**src/iod_pkg.sv**
```systemverilog
// iod_pkg: constants, masks and types of the i/o register space decoder
// assumes one processor clock and one asynchronous reset for all users
package iod_pkg;

    localparam logic [15:0] IOD_IO_SPAN = 16'h0040;
    localparam logic [15:0] IOD_BIT_LAST = 16'h001F;
    localparam logic [15:0] IOD_DATA_OFS = 16'h0020;
    localparam logic [15:0] IOD_EXT_FIRST = 16'h0060;
    localparam logic [15:0] IOD_EXT_LAST = 16'h00FF;
    localparam logic [7:0] IOD_RESET = 8'h00;
    localparam logic [7:0] IOD_FORCE_MASK = 8'hC0;
    localparam int IOD_FORCE_POS = 6;
    localparam int IOD_CMP_POS = 5;

    // i/o addresses
    localparam logic [5:0] IOD_A_PORT_A_PIN_INPUT = 6'h00;
    localparam logic [5:0] IOD_A_PORT_A_DIRECTION = 6'h01;
    localparam logic [5:0] IOD_A_PORT_A_OUTPUT = 6'h02;
    localparam logic [5:0] IOD_A_PORT_B_PIN_INPUT = 6'h03;
    localparam logic [5:0] IOD_A_PORT_B_DIRECTION = 6'h04;
    localparam logic [5:0] IOD_A_PORT_B_OUTPUT = 6'h05;
    localparam logic [5:0] IOD_A_PORT_C_PIN_INPUT = 6'h06;
    localparam logic [5:0] IOD_A_PORT_C_DIRECTION = 6'h07;
    localparam logic [5:0] IOD_A_PORT_C_OUTPUT = 6'h08;
    localparam logic [5:0] IOD_A_PORT_D_PIN_INPUT = 6'h09;
    localparam logic [5:0] IOD_A_PORT_D_DIRECTION = 6'h0A;
    localparam logic [5:0] IOD_A_PORT_D_OUTPUT = 6'h0B;
    localparam logic [5:0] IOD_A_TIMER0_FLAGS = 6'h15;
    localparam logic [5:0] IOD_A_TIMER1_FLAGS = 6'h16;
    localparam logic [5:0] IOD_A_TIMER2_FLAGS = 6'h17;
    localparam logic [5:0] IOD_A_TIMER3_FLAGS = 6'h18;
    localparam logic [5:0] IOD_A_PIN_CHANGE_FLAGS = 6'h1B;
    localparam logic [5:0] IOD_A_EXTERNAL_IRQ_FLAGS = 6'h1C;
    localparam logic [5:0] IOD_A_EXTERNAL_IRQ_MASK = 6'h1D;
    localparam logic [5:0] IOD_A_GENERAL_SCRATCH_0 = 6'h1E;
    localparam logic [5:0] IOD_A_TIMER0_CONTROL_A = 6'h24;
    localparam logic [5:0] IOD_A_TIMER0_CONTROL_B = 6'h25;
    localparam logic [5:0] IOD_A_TIMER0_COUNT = 6'h26;
    localparam logic [5:0] IOD_A_TIMER0_COMPARE_A = 6'h27;
    localparam logic [5:0] IOD_A_TIMER0_COMPARE_B = 6'h28;
    localparam logic [5:0] IOD_A_GENERAL_SCRATCH_1 = 6'h2A;
    localparam logic [5:0] IOD_A_GENERAL_SCRATCH_2 = 6'h2B;
    localparam logic [5:0] IOD_A_SERIAL_PERIPH_CONTROL = 6'h2C;
    localparam logic [5:0] IOD_A_SERIAL_PERIPH_STATUS = 6'h2D;
    localparam logic [5:0] IOD_A_SERIAL_PERIPH_DATA = 6'h2E;
    localparam logic [5:0] IOD_A_COMPARATOR_CONTROL_STATUS = 6'h30;
    localparam logic [5:0] IOD_A_DEBUG_CHANNEL = 6'h31;

    typedef enum logic [3:0] {
        IOD_IDLE_OP, IOD_IO_READ_OP, IOD_IO_WRITE_OP, IOD_SET_IO_BIT_OP,
        IOD_CLEAR_IO_BIT_OP, IOD_SKIP_IF_IO_BIT_ONE, IOD_SKIP_IF_IO_BIT_ZERO,
        IOD_DATA_LOAD_OP, IOD_DATA_STORE_OP, IOD_SLEEP_OP,
        IOD_WATCHDOG_RESTART_OP, IOD_BREAK_OP
    } iod_op_t;

    typedef struct packed {
        iod_op_t op;
        logic [15:0] addr;
        logic [2:0] bit_sel;
        logic [7:0] wdata;
    } iod_req_t;

    typedef struct packed {
        logic [7:0] timer0;
        logic [7:0] timer1;
        logic [7:0] timer2;
        logic [7:0] timer3;
        logic [7:0] pin_change;
        logic [7:0] external_irq;
        logic [7:0] serial_periph;
        logic [7:0] comparator;
    } iod_events_t;

    // bits that store what software writes
    function automatic logic [7:0] iod_rw_mask(input logic [5:0] a);
        case (a)
            IOD_A_PORT_A_DIRECTION, IOD_A_PORT_A_OUTPUT,
            IOD_A_PORT_B_DIRECTION, IOD_A_PORT_B_OUTPUT,
            IOD_A_PORT_C_DIRECTION, IOD_A_PORT_C_OUTPUT,
            IOD_A_PORT_D_DIRECTION, IOD_A_PORT_D_OUTPUT,
            IOD_A_GENERAL_SCRATCH_0, IOD_A_TIMER0_COUNT,
            IOD_A_TIMER0_COMPARE_A, IOD_A_TIMER0_COMPARE_B,
            IOD_A_GENERAL_SCRATCH_1, IOD_A_GENERAL_SCRATCH_2,
            IOD_A_SERIAL_PERIPH_CONTROL, IOD_A_SERIAL_PERIPH_DATA,
            IOD_A_DEBUG_CHANNEL: return 8'hFF;
            IOD_A_EXTERNAL_IRQ_MASK: return 8'h07;
            IOD_A_TIMER0_CONTROL_A: return 8'hF3;
            IOD_A_TIMER0_CONTROL_B: return 8'h0F;
            IOD_A_SERIAL_PERIPH_STATUS: return 8'h01;
            IOD_A_COMPARATOR_CONTROL_STATUS: return 8'hCF;
            default: return 8'h00;
        endcase
    endfunction

    // flag bits: set by hardware, cleared by writing one
    function automatic logic [7:0] iod_w1c_mask(input logic [5:0] a);
        case (a)
            IOD_A_TIMER0_FLAGS, IOD_A_TIMER2_FLAGS: return 8'h07;
            IOD_A_TIMER1_FLAGS, IOD_A_TIMER3_FLAGS: return 8'h27;
            IOD_A_PIN_CHANGE_FLAGS: return 8'h0F;
            IOD_A_EXTERNAL_IRQ_FLAGS: return 8'h07;
            IOD_A_SERIAL_PERIPH_STATUS: return 8'hC0;
            IOD_A_COMPARATOR_CONTROL_STATUS: return 8'h10;
            default: return 8'h00;
        endcase
    endfunction

endpackage

```
**src/iod_io_space_access_decoder.sv**
```systemverilog
// iod_io_space_access_decoder: i/o register space and its access decode
// assumes the core issues at most one request per clock on the same clock
// Functional notes
// - single-bit set and clear work only on i/o addresses 0 to 0x1F.
// - single-bit tests work on i/o addresses 0 to 0x1F.
// - flag bits clear on a written one and keep on a written zero.
// - bit set and clear rewrite the whole register, so set flags clear, except the bit that a clear addresses.
// - i/o read and write instructions reach only i/o addresses 0 to 63.
// - data load and store reach i/o registers at i/o address plus 0x20.
// - the extended range 0x60 to 0xFF is reached by load and store only.
// - sleep takes one clock, changes no flags and requests low power.
// - watchdog restart takes one clock, changes no flags, restarts it.
// - break acts only when on-chip debug is enabled.
module iod_io_space_access_decoder
    import iod_pkg::*;
#(
    parameter int EXT_DEPTH = 160
) (
    // clock and reset
    input wire logic clk_in,
    input wire logic arst_n_in,
    // core request and answer
    input wire logic req_valid_in,
    input wire iod_req_t req_in,
    output logic done_out,
    output logic hit_out,
    output logic skip_out,
    output logic [7:0] rdata_out,
    // system control
    input wire logic debug_en_in,
    output logic sleep_req_out,
    output logic wdt_restart_out,
    output logic break_out,
    // port pins
    input wire logic [3:0][7:0] pin_in,
    output logic [3:0][7:0] pin_out,
    output logic [3:0][7:0] pin_oe_out,
    // peripherals
    input wire iod_events_t events_in,
    input wire logic comparator_in,
    output logic [1:0] timer0_force_out
);

    logic [7:0] io_mem [64];
    logic [7:0] next_io_mem [64];
    logic [7:0] ext_mem [EXT_DEPTH];
    logic [3:0][7:0] pin_meta;
    logic [3:0][7:0] pin_sync;
    logic cmp_meta;
    logic cmp_sync;
    logic io_hit;
    logic ext_hit;
    logic io_we;
    logic ext_we;
    logic [5:0] idx;
    logic [7:0] eidx;
    logic [7:0] cur_rd;
    logic [7:0] ext_rd;
    logic [7:0] wd;
    logic [7:0] bit_one;
    logic is_read;
    logic is_skip;

    // event bits that belong to an i/o address
    function automatic logic [7:0] ev_for(input logic [5:0] a,
                                          input iod_events_t e);
        case (a)
            IOD_A_TIMER0_FLAGS: return e.timer0;
            IOD_A_TIMER1_FLAGS: return e.timer1;
            IOD_A_TIMER2_FLAGS: return e.timer2;
            IOD_A_TIMER3_FLAGS: return e.timer3;
            IOD_A_PIN_CHANGE_FLAGS: return e.pin_change;
            IOD_A_EXTERNAL_IRQ_FLAGS: return e.external_irq;
            IOD_A_SERIAL_PERIPH_STATUS: return e.serial_periph;
            IOD_A_COMPARATOR_CONTROL_STATUS: return e.comparator;
            default: return 8'h00;
        endcase
    endfunction

    // pins and comparator level through two flops
    always_ff @(posedge clk_in or negedge arst_n_in) begin
        if (!arst_n_in) begin
            pin_meta <= '0;
            pin_sync <= '0;
            cmp_meta <= 1'b0;
            cmp_sync <= 1'b0;
        end else begin
            pin_meta <= pin_in;
            pin_sync <= pin_meta;
            cmp_meta <= comparator_in;
            cmp_sync <= cmp_meta;
        end
    end

    // address decode
    always_comb begin
        io_hit = 1'b0;
        ext_hit = 1'b0;
        idx = req_in.addr[5:0];
        eidx = 8'h00;
        if (req_valid_in) begin
            case (req_in.op)
                IOD_IO_READ_OP, IOD_IO_WRITE_OP: begin
                    io_hit = (req_in.addr < IOD_IO_SPAN);
                end
                IOD_SET_IO_BIT_OP, IOD_CLEAR_IO_BIT_OP,
                IOD_SKIP_IF_IO_BIT_ONE, IOD_SKIP_IF_IO_BIT_ZERO: begin
                    io_hit = (req_in.addr <= IOD_BIT_LAST);
                end
                IOD_DATA_LOAD_OP, IOD_DATA_STORE_OP: begin
                    if (req_in.addr >= IOD_DATA_OFS &&
                        req_in.addr < IOD_EXT_FIRST) begin
                        io_hit = 1'b1;
                        idx = 6'(req_in.addr - IOD_DATA_OFS);
                    end else if (req_in.addr >= IOD_EXT_FIRST &&
                                 req_in.addr <= IOD_EXT_LAST &&
                                 32'(req_in.addr - IOD_EXT_FIRST)
                                 < EXT_DEPTH) begin
                        ext_hit = 1'b1;
                        eidx = 8'(req_in.addr - IOD_EXT_FIRST);
                    end
                end
                default: begin
                    io_hit = 1'b0;
                end
            endcase
        end
    end

    // read view of the addressed register
    always_comb begin
        case (idx)
            IOD_A_PORT_A_PIN_INPUT: cur_rd = pin_sync[0];
            IOD_A_PORT_B_PIN_INPUT: cur_rd = pin_sync[1];
            IOD_A_PORT_C_PIN_INPUT: cur_rd = pin_sync[2];
            IOD_A_PORT_D_PIN_INPUT: cur_rd = pin_sync[3];
            IOD_A_COMPARATOR_CONTROL_STATUS: begin
                cur_rd = io_mem[idx] & (iod_rw_mask(idx) | iod_w1c_mask(idx));
                cur_rd[IOD_CMP_POS] = cmp_sync;
            end
            default: begin
                cur_rd = io_mem[idx]
                       & (iod_rw_mask(idx) | iod_w1c_mask(idx));
            end
        endcase
        ext_rd = ext_mem[eidx];
    end

    // write value, with bit ops as read-modify-write
    always_comb begin
        bit_one = 8'h01 << req_in.bit_sel;
        wd = req_in.wdata;
        io_we = 1'b0;
        is_read = 1'b0;
        is_skip = 1'b0;
        case (req_in.op)
            IOD_IO_WRITE_OP, IOD_DATA_STORE_OP: io_we = io_hit;
            IOD_SET_IO_BIT_OP: begin
                wd = cur_rd | bit_one;
                io_we = io_hit;
            end
            IOD_CLEAR_IO_BIT_OP: begin
                wd = cur_rd & ~bit_one;
                io_we = io_hit;
            end
            IOD_IO_READ_OP, IOD_DATA_LOAD_OP: is_read = 1'b1;
            IOD_SKIP_IF_IO_BIT_ONE, IOD_SKIP_IF_IO_BIT_ZERO: is_skip = 1'b1;
            default: is_read = 1'b0;
        endcase
        ext_we = ext_hit && (req_in.op == IOD_DATA_STORE_OP);
    end

    // register next values; a hardware set wins over a clear
    always_comb begin
        for (int i = 0; i < 64; i++) begin
            next_io_mem[i] = io_mem[i];
            if (io_we && idx == 6'(i)) begin
                next_io_mem[i] = (io_mem[i] & ~iod_rw_mask(6'(i)))
                               | (wd & iod_rw_mask(6'(i)));
                next_io_mem[i] = next_io_mem[i]
                               & ~(wd & iod_w1c_mask(6'(i)));
            end
            next_io_mem[i] = next_io_mem[i]
                           | (ev_for(6'(i), events_in) & iod_w1c_mask(6'(i)));
        end
    end

    always_ff @(posedge clk_in or negedge arst_n_in) begin
        if (!arst_n_in) begin
            for (int i = 0; i < 64; i++) begin
                io_mem[i] <= IOD_RESET;
            end
        end else begin
            for (int i = 0; i < 64; i++) begin
                io_mem[i] <= next_io_mem[i];
            end
        end
    end

    // extended range storage
    always_ff @(posedge clk_in or negedge arst_n_in) begin
        if (!arst_n_in) begin
            for (int i = 0; i < EXT_DEPTH; i++) begin
                ext_mem[i] <= IOD_RESET;
            end
        end else if (ext_we) begin
            ext_mem[eidx] <= req_in.wdata;
        end
    end

    // answer to the core, one clock after the request
    always_ff @(posedge clk_in or negedge arst_n_in) begin
        if (!arst_n_in) begin
            done_out <= 1'b0;
            hit_out <= 1'b0;
            skip_out <= 1'b0;
            rdata_out <= 8'h00;
        end else begin
            done_out <= req_valid_in;
            hit_out <= io_hit || ext_hit;
            skip_out <= 1'b0;
            rdata_out <= 8'h00;
            if (io_hit && is_skip) begin
                skip_out <= cur_rd[req_in.bit_sel]
                    ^ (req_in.op == IOD_SKIP_IF_IO_BIT_ZERO);
            end
            if (is_read && io_hit) begin
                rdata_out <= cur_rd;
            end else if (is_read && ext_hit) begin
                rdata_out <= ext_rd;
            end
        end
    end

    // one-clock system strobes
    always_ff @(posedge clk_in or negedge arst_n_in) begin
        if (!arst_n_in) begin
            sleep_req_out <= 1'b0;
            wdt_restart_out <= 1'b0;
            break_out <= 1'b0;
        end else begin
            sleep_req_out <= req_valid_in
                && req_in.op == IOD_SLEEP_OP;
            wdt_restart_out <= req_valid_in
                && req_in.op == IOD_WATCHDOG_RESTART_OP;
            break_out <= req_valid_in && debug_en_in
                && req_in.op == IOD_BREAK_OP;
        end
    end

    // timer0 force strobes, never stored
    always_ff @(posedge clk_in or negedge arst_n_in) begin
        if (!arst_n_in) begin
            timer0_force_out <= 2'b00;
        end else if (io_we && idx == IOD_A_TIMER0_CONTROL_B) begin
            timer0_force_out <= wd[IOD_FORCE_POS +: 2];
        end else begin
            timer0_force_out <= 2'b00;
        end
    end

    // port pins straight from register flops
    always_comb begin
        pin_out[0] = io_mem[IOD_A_PORT_A_OUTPUT];
        pin_out[1] = io_mem[IOD_A_PORT_B_OUTPUT];
        pin_out[2] = io_mem[IOD_A_PORT_C_OUTPUT];
        pin_out[3] = io_mem[IOD_A_PORT_D_OUTPUT];
        pin_oe_out[0] = io_mem[IOD_A_PORT_A_DIRECTION];
        pin_oe_out[1] = io_mem[IOD_A_PORT_B_DIRECTION];
        pin_oe_out[2] = io_mem[IOD_A_PORT_C_DIRECTION];
        pin_oe_out[3] = io_mem[IOD_A_PORT_D_DIRECTION];
    end
endmodule

```
**config.mk**
```make
export PLATFORM = sky130hd
export DESIGN_NAME = iod_io_space_access_decoder
export DESIGN_NICKNAME = d
export VERILOG_FILES = /design/src/iod_pkg.sv /design/src/iod_io_space_access_decoder.sv
export SDC_FILE = /design/constraint.sdc
export NUM_CORES = 2
export LEC_CHECK = 0
export BUFFER_PORTS_ARGS = -buffer_cell sky130_fd_sc_hd__buf_2
export CAP_MARGIN = 40
export CORE_ASPECT_RATIO = 0.8
export CORE_MARGIN = 5
export CORE_UTILIZATION = 45
export CTS_CLUSTER_DIAMETER = 60
export CTS_CLUSTER_SIZE = 24
export DETAILED_ROUTE_END_ITERATION = 8
export RECOVER_POWER = 50
export SLEW_MARGIN = 5
export SYNTH_ARGS = -nofsm -noshare
export SYNTH_HDL_FRONTEND = slang
export SYNTH_SLANG_ARGS = --single-unit
```
**constraint.sdc**
```tcl
create_clock -name clk_in -period 7.7 [get_ports clk_in]
set_input_delay 1.54 -clock clk_in [delete_from_list [all_inputs] [get_ports clk_in]]
set_output_delay 1.54 -clock clk_in [all_outputs]
set_load 0.01 [all_outputs]
```
==> flow_metrics.py <==
metrics = {
    "critical_path": {
        "max_stage_delay_ps": 780,
        "worstPathCellList": "buf_2 > inv_1 > ha_1 > o211ai_1 > nand2_1 > nand3_4 > nor2_4 > buf_12 > o21ai_0 > nand4_1 > o21ai_0 > o21ai_0 > o32ai_1",
        "critPathLaunchType": "input pin",
        "required_ps": 8280,
        "end_kind": "flop",
        "cpMostUsedCell": "o21ai_0",
        "crit_family": "simple AND/OR/NAND/NOR gates",
        "crit_type": "in -> reg",
        "worstPathArrival_ps": 6970,
        "worst_path_max_delay_cell": "ha_1",
        "worst-path-max-fanout": 43,
        "crit_buf_inv": 3,
    },
    "synthesis": {
        "synth_top_area_frac": 0.552,
        "syn_area_per_cell_um2": 12.2,
        "synth_cell_types": 91,
        "ys.flop_type": "dfrtp_1",
        "synthArstFlopShare": 1.00,
        "synth_largest_area_cell": "dfrtp_1",
        "yosysWarnings": 0,
        "synth_edf_count": 0,
        "syn_nets": 5883,
        "syn_area_um2": 69900,
        "ys_ff_latch": 1542,
        "ys_seq_area_frac": 0.552,
        "synthCells": 5742,
        "synth_area_leaders": "dfrtp_1, mux2_2, o22ai_1",
    },
    "hold_path": {
        "worstHoldPathType": "reg -> reg",
    },
    "global_route": {
        "gr-total-overflow": 0,
        "grt_pass1_wl_mm": 356,
        "antenna_found_initial": 10,
        "track_usage": 0.292,
        "grt_max_degree": 168,
        "grt_pass1_vias": 50100,
    },
    "place": {
        "dp.cells": 7664,
        "gp_congestion": 0.967,
        "hpwl_mm": 162,
        "io_buffers": 171,
    },
    "clock_tree": {
        "cts_tree": "built",
        "cts_resized": 0,
        "path_clk_slew_ps": 80,
        "cts_inserted_buffers": 106,
        "hold_buffers": 0,
        "htree_levels": 3,
        "clk_path_buf_depth": 3,
        "cts_sinks": 1542,
        "postCtsSetupBuffers": 0,
        "worstSkewPairLatency_ps": 790,
        "cts-root-buf": "clkbuf_16",
    },
    "die": {
        "initial_core_util": 0.452,
        "row_count": 129,
        "die_h_um": 362,
        "ios": 212,
        "die_width_um": 451,
        "core_area_um2": 154000,
        "die-area_um2": 163000,
    },
    "pwr": {
        "peakVddDrop_v": 0.000215,
        "total_power_mw": 15.2,
        "powerDensity_nw_per_um2": 197,
        "leakage_nw": 36.6,
    },
    "run_status": {
        "status": "finished, violations left",
        "failed_checks": "max-capacitance violations, max-slew violations",
    },
    "sta": {
        "slew_headroom": -1.63,
        "drv_slew": 652,
        "clock_skew_ps": 30.4,
        "min_period_over_period": 0.830,
        "rsz0062_at_grt": "no",
        "finalHoldViolCount": 0,
        "setup_viol": 0,
        "finalSetupTns_ps": 0,
        "fin_crit_ps": 6390,
        "fmax_mhz": 156,
        "worst_pin_slew_ps": 3940,
    },
    "layout": {
        "nets": 5887,
        "final_cells": 7869,
        "drive_above_1_share": 0.344,
        "area_delta_synth_final_pct": 10.3,
        "final_util": 0.499,
    },
    "routing": {
        "wire_per_inst_um": 30.9,
        "avgViaCountPerCell": 6.46,
        "vias": 50800,
        "dr.pass1.iters": 5,
        "drt_iter0_drc": 5595,
        "drt-total-wl_mm": 243,
        "drc_errors": 0,
        "postRouteAntennaNets": 0,
    },
    "run": {
        "maxCapViolCount": 9,
    },
}
cell usage after synthesis, types with 7 or more instances:
cell type and count:
a22oi_1 23, nor3_1 59, buf_1 23, or3_1 13
a31oi_1 13, ha_1 9, o32ai_1 10, a22o_1 26
buf_4 77, and2_1 14, a2111oi_0 7, o211ai_1 15
and3_1 22, dfrtp_1 1542, nor2_2 30, nor3_2 10
a211oi_1 16, o21ai_1 54, nor4_1 13, o22ai_1 457
mux2i_1 91, a221oi_1 53, clkbuf_1 301, o21ai_0 355
o221ai_1 28, mux4_2 11, a21o_1 16, inv_1 12
nand2_1 255, nand4_1 60, o21a_1 8, mux2_2 1316
nand2b_1 42, nor2b_1 13, o311ai_0 7, nand3_1 82
a21oi_1 153, nor2_1 249, o31ai_1 9, buf_2 114
report_power, final:
group	internal (mW)	total (mW)	switching (mW)
registers	8.11	8.11	0.00475
logic	0.141	0.745	0.604
clock network	2.91	6.35	3.44
total	11.2	15.2	4.05
state kept, by name (all words and copies together), names as in the netlist, 2 cells and up:
name              count
rdata_out             8
timer0_force_out      2
pin_sync             32
ext_mem            1280
pin_meta             32
io_mem              116
pin_out              32
pin_oe_out           32
final cells by class:
| class | count | area [um2] |
|---|---|---|
| diodes | 2 | 5.00 |
| clock buffers | 109 | 2670 |
| clock inverters | 90 | 1160 |
| fillers | 13500 | 77400 |
| inverters | 14 | 52.6 |
| multi-input cells | 3665 | 28900 |
| flip-flops and latches | 1542 | 38600 |
| well taps | 2030 | 2540 |
| repair buffers | 417 | 3170 |
kinds of logic after synthesis:
group / count (synthesis) / share of synthesized area
adder cells (fa/ha/maj): 9 / 0.00161
flip-flops: 1542 / 0.552
buffers and inverters: 535 / 0.0354
AND/OR/NAND/NOR: 905 / 0.0628
multiplexers: 1420 / 0.229
XOR/XNOR: 4 / 0.000501
AO/OA/AOI/OAI: 1327 / 0.118
metrics by stage:
stage | worst slack, ps | hold WS, ps | instance area (um2)
2_1_floorplan | 2520 | 331 | 69900
3_3_place_gp | 911 | 334 | 72900
3_5_place_dp | 914 | 335 | 73300
4_1_cts | 1740 | 354 | 77100
5_1_grt | 706 | 360 | 77100
6_report | 1310 | 351 | 77100
worst reg2reg max path, stage by stage (launching register included):
cell,delay (ps)
dfrtp_1,390
mux2_2,270
a221oi_1,340
nor3_1,170
a2111oi_0,840
nor4_1,210
a22oi_1,200
buf_4,190
nand2_1,70
a22oi_2,410
buf_4,430
o21ai_0,170
final timing paths:
path / start / endpoint / slack [ps] / cells past startpoint
max reg2reg: io_mem[174] / pin_oe_out[22] / 3870 / 11
min: pin_meta[21] / pin_sync[21] / 350 / 0
min reg2reg: pin_meta[21] / pin_sync[21] / 350 / 0
max: req_in[17] / rdata_out[4] / 1310 / 13
min in group asynchronous: arst_n_in / pin_out[22] / 2030 / 1
max in group asynchronous: arst_n_in / ext_mem[546] / 1640 / 2
per-layer routing:
layer  vias to the layer above  track usage  routed length [um]
met3                       479       0.0824               24600
met5                         -      0.00231                 113
li1                      21200            -                   -
met2                      2236        0.413              102000
met1                     26800        0.433              107000
met4                        10       0.0944                9030
layout by cell type, fill, tap and decap left out, types with 28 or more instances in the layout:
| cell | count |
|---|---|
| buf_4 | 195 |
| dfrtp_1 | 1542 |
| a221oi_1 | 53 |
| o21ai_1 | 54 |
| mux2i_1 | 90 |
| nand2b_1 | 42 |
| nand3_1 | 81 |
| o221ai_1 | 28 |
| nor2_2 | 31 |
| o22ai_1 | 457 |
| mux2_2 | 1316 |
| nand4_1 | 60 |
| a21oi_1 | 153 |
| nor2_1 | 245 |
| nand2_1 | 253 |
| o21ai_0 | 355 |
| buf_2 | 157 |
| clkbuf_16 | 106 |
| nor3_1 | 58 |
Power figures use the tool's default switching activity.
